## config.mk

```make
export PLATFORM = sky130hd
export DESIGN_NAME = msu_unit
export DESIGN_NICKNAME = d
export VERILOG_FILES = /design/src/hdl/msu_pkg.sv /design/src/hdl/msu_mult_array.sv /design/src/hdl/msu_unit.sv
export VERILOG_INCLUDE_DIRS = /design/src /design/src/hdl
export SDC_FILE = /design/constraint.sdc
export NUM_CORES = 2
export LEC_CHECK = 0
export ABC_CLOCK_PERIOD_IN_PS = 12400
export BUFFER_PORTS_ARGS = -buffer_cell sky130_fd_sc_hd__buf_2
export CORE_MARGIN = 3
export CORE_UTILIZATION = 45
export DETAILED_ROUTE_END_ITERATION = 10
export GPL_TIMING_DRIVEN = 0
export PLACE_DENSITY = 0.7
export SLEW_MARGIN = 20
export SYNTH_ARGS = -nofsm -noshare
export SYNTH_HDL_FRONTEND = slang
export SYNTH_HIERARCHICAL = 1
export SYNTH_SLANG_ARGS = --single-unit
```

## constraint.sdc

```tcl
create_clock -name sys_clk -period 12.4 [get_ports sys_clk]
set_input_delay 0.62 -clock sys_clk [delete_from_list [all_inputs] [get_ports sys_clk]]
set_output_delay 0.62 -clock sys_clk [all_outputs]
set_load 0.01 [all_outputs]
```

## src/hdl/msu_regs.svh

```systemverilog
// Constants for the multiply-subtract unit.
`ifndef MSU_REGS_SVH
`define MSU_REGS_SVH
`define MSU_WORD_W      32
`define MSU_GPR_W       64
`define MSU_PROD_W      64
`define MSU_HALF_W      16
`define MSU_DEST_W      5
`define MSU_LAT_SHORT   2
`define MSU_LAT_LONG    3
`define MSU_CNT_W       2
`define MSU_CNT_ZERO    2'h0
`define MSU_ZERO64      64'h0000_0000_0000_0000
`define MSU_ZERO5       5'h0
`endif

```

## src/hdl/msu_pkg.sv

```systemverilog
// Types shared by the multiply-subtract unit.
package msu_pkg;
  typedef enum logic [1:0] {
    MSU_OP_SUBS = 2'h0,
    MSU_OP_SUBU = 2'h1,
    MSU_OP_MULR = 2'h2,
    MSU_OP_NONE = 2'h3
  } msu_op_t;

  typedef enum logic [2:0] {
    MSU_ST_IDLE = 3'h1,
    MSU_ST_BUSY = 3'h2,
    MSU_ST_DONE = 3'h4
  } msu_state_t;
endpackage : msu_pkg

```

## src/hdl/msu_mult_array.sv

```systemverilog
// Combinational 32 x 32 multiplier with signed or unsigned operand extension.
`timescale 1ns/1ns
`include "msu_regs.svh"
module msu_mult_array (
  input  wire logic [`MSU_WORD_W-1:0] opA,
  input  wire logic [`MSU_WORD_W-1:0] opB,
  input  wire logic                   isSigned,
  output logic      [`MSU_PROD_W-1:0] product,
  output logic                        shortB
);
  logic [`MSU_PROD_W-1:0] extA;
  logic [`MSU_PROD_W-1:0] extB;
  logic [`MSU_PROD_W-1:0] full;

  // Operands are widened by sign or zero, then the low 64 bits of the product are kept.
  always_comb begin
    extA    = isSigned ? {{`MSU_WORD_W{opA[`MSU_WORD_W-1]}}, opA}
                       : {{`MSU_WORD_W{1'b0}}, opA};
    extB    = isSigned ? {{`MSU_WORD_W{opB[`MSU_WORD_W-1]}}, opB}
                       : {{`MSU_WORD_W{1'b0}}, opB};
    full    = extA * extB;
    product = full;
    // The second operand is short when its top half is only sign or zero fill.
    shortB  = isSigned ? (opB[`MSU_WORD_W-1:`MSU_HALF_W-1] == '0 ||
                          opB[`MSU_WORD_W-1:`MSU_HALF_W-1] == '1)
                       : (opB[`MSU_WORD_W-1:`MSU_HALF_W] == '0);
  end
endmodule : msu_mult_array

```

## src/hdl/msu_unit.sv

```systemverilog
// Multiply-subtract datapath with accumulator pair and register-writing multiply.
// Summary of operation
// - Signed subtract form multiplies low words of both sources as two's complement.
// - Product is subtracted from accum_top low word over accum_bottom low word.
// - Result upper half goes to accum_top, lower to accum_bottom, both sign-extended.
// - Unsigned subtract form zero-extends both words; write-back same as signed.
// - No arithmetic exception is ever raised by any operation.
// - Subtract forms update only the accumulators, never a general register.
// - Register multiply writes sign-extended low product word to destination.
// - Latency assumes the shorter operand arrives on src_b.
`timescale 1ns/1ns
`include "msu_regs.svh"
module msu_unit #(
  parameter int LAT_SHORT = `MSU_LAT_SHORT,
  parameter int LAT_LONG  = `MSU_LAT_LONG
) (
  input  wire logic                   sys_clk,
  input  wire logic                   nrst,
  input  wire logic                   issueValid,
  input  wire logic [1:0]             issueOp,
  input  wire logic [`MSU_GPR_W-1:0]  srcA,
  input  wire logic [`MSU_GPR_W-1:0]  srcB,
  input  wire logic [`MSU_DEST_W-1:0] destSel,
  output logic                        busy,
  output logic                        stallAccum,
  output logic                        stallDest,
  output logic [`MSU_DEST_W-1:0]      pendDest,
  output logic [`MSU_GPR_W-1:0]       accumTop,
  output logic [`MSU_GPR_W-1:0]       accumBottom,
  output logic                        gprWrEn,
  output logic [`MSU_DEST_W-1:0]      gprWrSel,
  output logic [`MSU_GPR_W-1:0]       gprWrData,
  output logic                        arithExc
);
  typedef struct packed {
    msu_pkg::msu_state_t         state;
    msu_pkg::msu_op_t            op;
    logic [`MSU_CNT_W-1:0]       cnt;
    logic [`MSU_WORD_W-1:0]      opA;
    logic [`MSU_WORD_W-1:0]      opB;
    logic [`MSU_DEST_W-1:0]      dest;
    logic [`MSU_GPR_W-1:0]       top;
    logic [`MSU_GPR_W-1:0]       bottom;
    logic                        wrEn;
    logic [`MSU_DEST_W-1:0]      wrSel;
    logic [`MSU_GPR_W-1:0]       wrData;
    logic                        stA;
    logic                        stD;
    logic                        bsy;
    logic                        exc;
  } msu_st_t;

  msu_st_t                state_ff;
  msu_st_t                nxt_state;
  logic [`MSU_PROD_W-1:0] product;
  logic                   shortB;
  logic [`MSU_PROD_W-1:0] accum;
  logic [`MSU_PROD_W-1:0] diff;

  // Widen a 32-bit word by its sign to full register width.
  function automatic logic [`MSU_GPR_W-1:0] sext(input logic [`MSU_WORD_W-1:0] w);
    sext = {{(`MSU_GPR_W-`MSU_WORD_W){w[`MSU_WORD_W-1]}}, w};
  endfunction : sext

  msu_mult_array u_mult (
    .opA      (state_ff.opA),
    .opB      (state_ff.opB),
    .isSigned (state_ff.op != msu_pkg::MSU_OP_SUBU),
    .product  (product),
    .shortB   (shortB)
  );

  // Next state: capture, count latency, then write back results.
  always_comb begin
    nxt_state      = state_ff;
    nxt_state.wrEn = 1'b0;
    accum = {state_ff.top[`MSU_WORD_W-1:0], state_ff.bottom[`MSU_WORD_W-1:0]};
    diff  = accum - product;  // wraps silently, no overflow detect
    case (state_ff.state)
      msu_pkg::MSU_ST_IDLE: begin
        if (issueValid && issueOp != msu_pkg::MSU_OP_NONE) begin
          nxt_state.state = msu_pkg::MSU_ST_BUSY;
          nxt_state.op    = msu_pkg::msu_op_t'(issueOp);
          nxt_state.opA   = srcA[`MSU_WORD_W-1:0];  // upper bits assumed equal
          nxt_state.opB   = srcB[`MSU_WORD_W-1:0];
          nxt_state.dest  = destSel;
          nxt_state.cnt   = `MSU_CNT_ZERO;
          nxt_state.stA   = (issueOp != 2'(msu_pkg::MSU_OP_MULR));
          nxt_state.stD   = (issueOp == 2'(msu_pkg::MSU_OP_MULR));
        end
      end
      msu_pkg::MSU_ST_BUSY: begin
        nxt_state.cnt = state_ff.cnt + 1'b1;
        // A short src_b finishes one cycle sooner.
        if (32'(state_ff.cnt) + 1 >= (shortB ? LAT_SHORT : LAT_LONG) - 1) begin
          nxt_state.state = msu_pkg::MSU_ST_DONE;
        end
      end
      msu_pkg::MSU_ST_DONE: begin
        if (state_ff.op == msu_pkg::MSU_OP_MULR) begin
          nxt_state.wrEn   = 1'b1;
          nxt_state.wrSel  = state_ff.dest;
          nxt_state.wrData = sext(product[`MSU_WORD_W-1:0]);
          // Accumulators are left untouched here.
        end else begin
          nxt_state.top    = sext(diff[`MSU_PROD_W-1:`MSU_WORD_W]);
          nxt_state.bottom = sext(diff[`MSU_WORD_W-1:0]);
        end
        nxt_state.stA   = 1'b0;
        nxt_state.stD   = 1'b0;
        nxt_state.state = msu_pkg::MSU_ST_IDLE;
      end
      default: nxt_state.state = msu_pkg::MSU_ST_IDLE;
    endcase
    // Busy and the exception flag are registered so that every output comes from a flop.
    nxt_state.bsy = (nxt_state.state != msu_pkg::MSU_ST_IDLE);
    nxt_state.exc = 1'b0;
  end

  // State register.
  always_ff @(posedge sys_clk or negedge nrst) begin
    if (!nrst) begin
      state_ff        <= '0;
      state_ff.state  <= msu_pkg::MSU_ST_IDLE;
      state_ff.op     <= msu_pkg::MSU_OP_NONE;
    end else begin
      state_ff <= nxt_state;
    end
  end

  // Outputs come straight from the state register.
  assign busy        = state_ff.bsy;
  assign stallAccum  = state_ff.stA;
  assign stallDest   = state_ff.stD;
  assign pendDest    = state_ff.dest;
  assign accumTop    = state_ff.top;
  assign accumBottom = state_ff.bottom;
  assign gprWrEn     = state_ff.wrEn;
  assign gprWrSel    = state_ff.wrSel;
  assign gprWrData   = state_ff.wrData;
  assign arithExc    = state_ff.exc;

  // Subtract forms never write a general register.
  property p_noGprOnSub;
    @(posedge sys_clk) disable iff (!nrst)
      (state_ff.state == msu_pkg::MSU_ST_DONE && state_ff.op != msu_pkg::MSU_OP_MULR)
        |=> !gprWrEn;
  endproperty
  a_noGprOnSub: assert property (p_noGprOnSub) else $error("gpr written by subtract");

  // Register multiply writes the sign-extended low product word.
  property p_mulData;
    @(posedge sys_clk) disable iff (!nrst)
      (state_ff.state == msu_pkg::MSU_ST_DONE && state_ff.op == msu_pkg::MSU_OP_MULR)
        |=> gprWrEn && gprWrData == sext($past(product[`MSU_WORD_W-1:0]));
  endproperty
  a_mulData: assert property (p_mulData) else $error("bad multiply result");

  // Subtract result equals accumulator minus product.
  property p_subRes;
    @(posedge sys_clk) disable iff (!nrst)
      (state_ff.state == msu_pkg::MSU_ST_DONE && state_ff.op != msu_pkg::MSU_OP_MULR)
        |=> {accumTop[31:0], accumBottom[31:0]} == $past(accum) - $past(product);
  endproperty
  a_subRes: assert property (p_subRes) else $error("bad subtract result");

  // Accumulator halves are sign-extended.
  property p_sext;
    @(posedge sys_clk) disable iff (!nrst)
      accumTop[63:32] == {32{accumTop[31]}} && accumBottom[63:32] == {32{accumBottom[31]}};
  endproperty
  a_sext: assert property (p_sext) else $error("accumulator not sign-extended");

  // Signed product matches a signed reference.
  property p_signed;
    @(posedge sys_clk) disable iff (!nrst)
      (busy && state_ff.op == msu_pkg::MSU_OP_SUBS) |->
        product == 64'($signed(state_ff.opA)) * 64'($signed(state_ff.opB));
  endproperty
  a_signed: assert property (p_signed) else $error("signed product wrong");

  // Unsigned product matches an unsigned reference.
  property p_unsigned;
    @(posedge sys_clk) disable iff (!nrst)
      (busy && state_ff.op == msu_pkg::MSU_OP_SUBU) |->
        product == 64'(state_ff.opA) * 64'(state_ff.opB);
  endproperty
  a_unsigned: assert property (p_unsigned) else $error("unsigned product wrong");

  // No exception flag ever.
  property p_noExc;
    @(posedge sys_clk) disable iff (!nrst) !arithExc;
  endproperty
  a_noExc: assert property (p_noExc) else $error("exception raised");

  // An issue raises a stall the next cycle, cleared within a bounded time.
  property p_stall;
    @(posedge sys_clk) disable iff (!nrst)
      (!busy && issueValid && issueOp != 2'h3) |=> (stallAccum || stallDest)
        ##[2:4] !busy;
  endproperty
  a_stall: assert property (p_stall) else $error("stall window wrong");

  // The register write strobe stands for exactly one cycle.
  property p_wrPulse;
    @(posedge sys_clk) disable iff (!nrst)
      gprWrEn |=> !gprWrEn;
  endproperty
  a_wrPulse: assert property (p_wrPulse) else $error("write strobe too long");

  // Only one kind of result is pending at a time.
  property p_stallOne;
    @(posedge sys_clk) disable iff (!nrst)
      !(stallAccum && stallDest);
  endproperty
  a_stallOne: assert property (p_stallOne) else $error("both stall flags high");

  // Short src_b finishes in the short latency.
  property p_shortLat;
    @(posedge sys_clk) disable iff (!nrst)
      ($rose(busy) && shortB) |-> ##1 state_ff.state == msu_pkg::MSU_ST_DONE;
  endproperty
  a_shortLat: assert property (p_shortLat) else $error("short latency wrong");
endmodule : msu_unit

```

==> reports/qor_table.md <==
| Stage | Quantity | This run |
|:---|:---|:---|
| placed design | Last weighted congestion value of the routability-driven placer | 1.05 |
| synthesis | Portion of the post-synthesis area used by sequential elements | 0.0759 |
| timing | Transition time at the pin with the least slew margin | 1.19 ns |
| die | IO Pins | 345 |
| run status | Status | completed |
| die | Initial cell density of the core | 0.454 |
| synthesis | Number of synthesized register bits | 181 |
| worst setup path | Register-to-register setup slack | 0.37 ns |
| worst setup path | Terminus of the critical flop-to-flop path | accumTop[29] |
| worst setup path | Reg2Reg Launch Point | state_ff[238] |
| timing | Final setup violation count | 0 |
| drt | First-pass iteration count of the detailed router | 10 |
| clocking | Clock tree from TritonCTS | built |
| timing | Post-route setup TNS | 0 ns |
| clocking | CTS H-tree depth | 4 |
| timing | Hold WS | 0.255 ns |
| worst setup path | Master of the slowest instance on the critical path | sky130_fd_sc_hd__dfrtp_1 |
| worst setup path | Arrival time at the worst endpoint | 12.42 ns |
| worst setup path | Cells on worst reg2reg path | 38 |
| synthesis | Distinct cell type count after synthesis | 78 |
| die | Core Box Area | 0.132 sq mm |
| cells and area | Share of layout cells above drive strength 1 | 0.114 |
| grt | Initial antenna violation count | 28 |
| placed design | Placed cells | 8467 |
| worst setup path | Sort of element at the end of the critical path | flop |
| min path | Hold path start | srcB[1] |
| timing | Largest clock skew in the final design | 0.0446 ns |
| synthesis | Cells after synthesis | 6430 |
| timing | Final period util | 0.970 |
| cells and area | Layout Nets | 8653 |
| die | DIE AREA | 0.137 sq mm |
| synthesis | Post-synth EDFFs | 0 |
| drt | Iter 0 DRT Violations | 4161 |
| worst setup path | Req. time, crit path | 12.79 ns |
| synthesis | Netlist area before placement | 0.0598 sq mm |
| clocking | Clock-pin slew on the worst setup and hold paths | 0.13 ns |
| die | Die outline height | 370 um |
| placed design | Detail Placement HPWL | 189000 um |
| job | Max-cap violation count | 0 |
| worst setup path | Critical path start-end classification | flop to flop |
| grt | Global route total overflow | 0 |
| worst setup path | Maximum fanout count along the critical path | 10 |
| min path | Hold-critical path endpoint | state_ff[208] |
| drt | Average routed wire per standard cell | 25.9 um |
| cells and area | Most frequent standard cell in the layout excluding fill and tap cells | sky130_fd_sc_hd__inv_1 |
| synthesis | Share of flip-flops with an asynchronous set or reset after synthesis | 1.00 |
| grt | Combined global-route utilization of all metal layers | 0.326 |
| worst setup path | Most Frequent Cell on Critical Path | sky130_fd_sc_hd__fa_1 |
| timing | Final Hold Viols | 0 |
| timing | Final setup margin | 0.370 ns |
| timing | Number of max-slew violations in the final report | 0 |
| placed design | PortBufs | 279 |
| drt | Remaining DRCs | 0 |
| worst setup path | Kind of start point of the critical path | flop |
| cells and area | Commonest cells after routing, fill and taps aside | sky130_fd_sc_hd__inv_1, sky130_fd_sc_hd__fa_1, sky130_fd_sc_hd__nand2_1 |
| synthesis | Most common flop cell mapped by yosys | sky130_fd_sc_hd__dfrtp_1 |
| drt | Total number of vias | 45.6k |
| die | Chip width | 370 um |
| synthesis | Syn_area_per_cell | 9.29 sq um |
| clocking | Buffer levels on the longest clock path | 2 |
| min path | Type of the worst min-delay path | primary input to flop |
| grt | Via count of the first global-routing pass | 48.1k |
| grt | Largest net degree at the start of global routing | 92 |
| timing | Worst-case headroom to the max-slew limit | 0.208 |
| min path | Worst hold path cell count | 2 |
| synthesis | Number of nets produced by synthesis | 8362 |
| worst setup path | Crit-path max cell delay | 0.89 ns |
| drt | Remaining number of nets flagged by the antenna check after routing | 0 |
| cells and area | Final Instance Count excl. Fillers | 8512 |
| timing | Period minus WS final | 12.03 ns |
| drt | Vias per cell | 5.35 |
| drt | Final WL | 220000 um |
| cells and area | Signed area change from the synthesized netlist to the final layout | 7.69% |
| clocking | Number of sinks driven by the clock tree | 181 |
| clocking | Number of buffers created by CTS | 17 |
| timing | Max Clk Rate | 83.1 MHz |
| die | Number of cell rows | 133 |
| grt | Wire length of the first global-routing pass | 320000 um |
| placed design | Post-place setup slack | -0.965 ns |
| synthesis | Synth warnings | 6 |
| clocking | Root cell of the clock tree | sky130_fd_sc_hd__clkbuf_16 |
| clocking | Clock insertion delay at the later pin of the skew report | 0.58 ns |
registers in the layout, summed over array words and instances (netlist names):
register / flops
accumTop: 32
gprWrData: 32
stallAccum: 1
busy: 1
gprWrSel: 5
gprWrEn: 1
state_ff: 71
pendDest: 5
accumBottom: 32
stallDest: 1
critical path: cells and delay by family (launching register included):
kind                       cells  cell delay, ns
adders and majority gates     12            5.45
and+or+nand+nor               10            2.04
buffers and inverters          9            2.02
AOI/OAI and AO/OA              5            1.13
DFF                            1            0.89
xor gates and xnor gates       2            0.32
worst max-delay path by stage:
stage / from / end / depth (start not counted)
floorplan: state_ff[273] / accumTop[29] / 41
global placement: state_ff[274] / accumTop[29] / 40
detailed placement: state_ff[274] / accumTop[29] / 40
CTS: state_ff[251] / accumTop[28] / 40
global route: state_ff[243] / accumTop[29] / 48
finish: state_ff[238] / accumTop[29] / 38
synthesized netlist by cell type, drive strengths merged, types with 3 or more instances:
cell type	n	share of area
inv	1605	0.10
fa	1415	0.47
nand2	733	0.046
and2	567	0.059
ha	379	0.079
clkbuf	275	0.017
buf	228	0.027
o21ai	180	0.015
dfrtp	178	0.075
a21oi	156	0.013
xnor2	128	0.019
nor2	83	0.0052
a21o	77	0.0097
mux2	72	0.014
xor2	60	0.0088
nand4	41	0.0043
and3	36	0.0038
nand3	34	0.0029
o21bai	24	0.0032
nand2b	17	0.0018
nor2b	17	0.0018
nor3	14	0.0013
a211oi	13	0.0020
o21a	13	0.0017
a31oi	12	0.0015
o211ai	7	0.0010
o31ai	6	0.00098
a211o	4	0.00059
a31o	4	0.00059
nor4	4	0.00042
a2111oi	3	0.00044
a21boi	3	0.00038
a221o	3	0.00050
a41oi	3	0.00075
and4	3	0.00044
dfstp	3	0.0013
nor4b	3	0.00044
or2	3	0.00031
or4	3	0.00038
stage by stage:
stage | area (sq um) | utilization
2_1_floorplan | 59800 | -
3_3_place_gp | 63300 | 0.481
3_5_place_dp | 63400 | 0.482
4_1_cts | 64200 | 0.487
5_1_grt | 64300 | 0.488
6_report | 64300 | 0.489
layout make-up:
type,instances,area [sq um]
inverters,1605,6020
flip-flops and latches,181,4550
multi-input cells,4141,46600
repair buffers,284,1520
well taps,1755,2200
diodes,23,57.6
fillers,12600,67300
plain buffers,491,2780
clock inverters,14,208
clock buffers,18,439
logic make-up (layout without fill, tap and decap cells):
kind of cell	count (synthesis)	count (layout)	synth area share
xor+xnor	188	188	0.0276
simple gates	1561	1561	0.129
mux	73	73	0.0137
flops	181	181	0.0759
compound gates	523	523	0.0549
fa+ha+maj	1795	1795	0.554
other cells	1	24	0.0000628
buf+inv	2108	2412	0.145
layer usage:
metal | up-vias | global-route usage | wire length, um
met5 | - | 0 | 76
met3 | 585 | 0.101 | 26200
met4 | 12 | 0.159 | 12600
met1 | 23100 | 0.414 | 84000
met2 | 2711 | 0.505 | 97500
li1 | 19200 | - | -
what timing repair did:
action / CTS / global route
pin swaps: 0 / 1
hold endpoints to repair: 50 / 0
buffers inserted: 0 / 1
gates resized for setup: 29 / 248
setup endpoints to repair: 16 / 19
hold buffers: 1 / 0
Power is not shown: default switching activity piles up to over one toggle a cycle in this logic, so the estimate is an artifact.
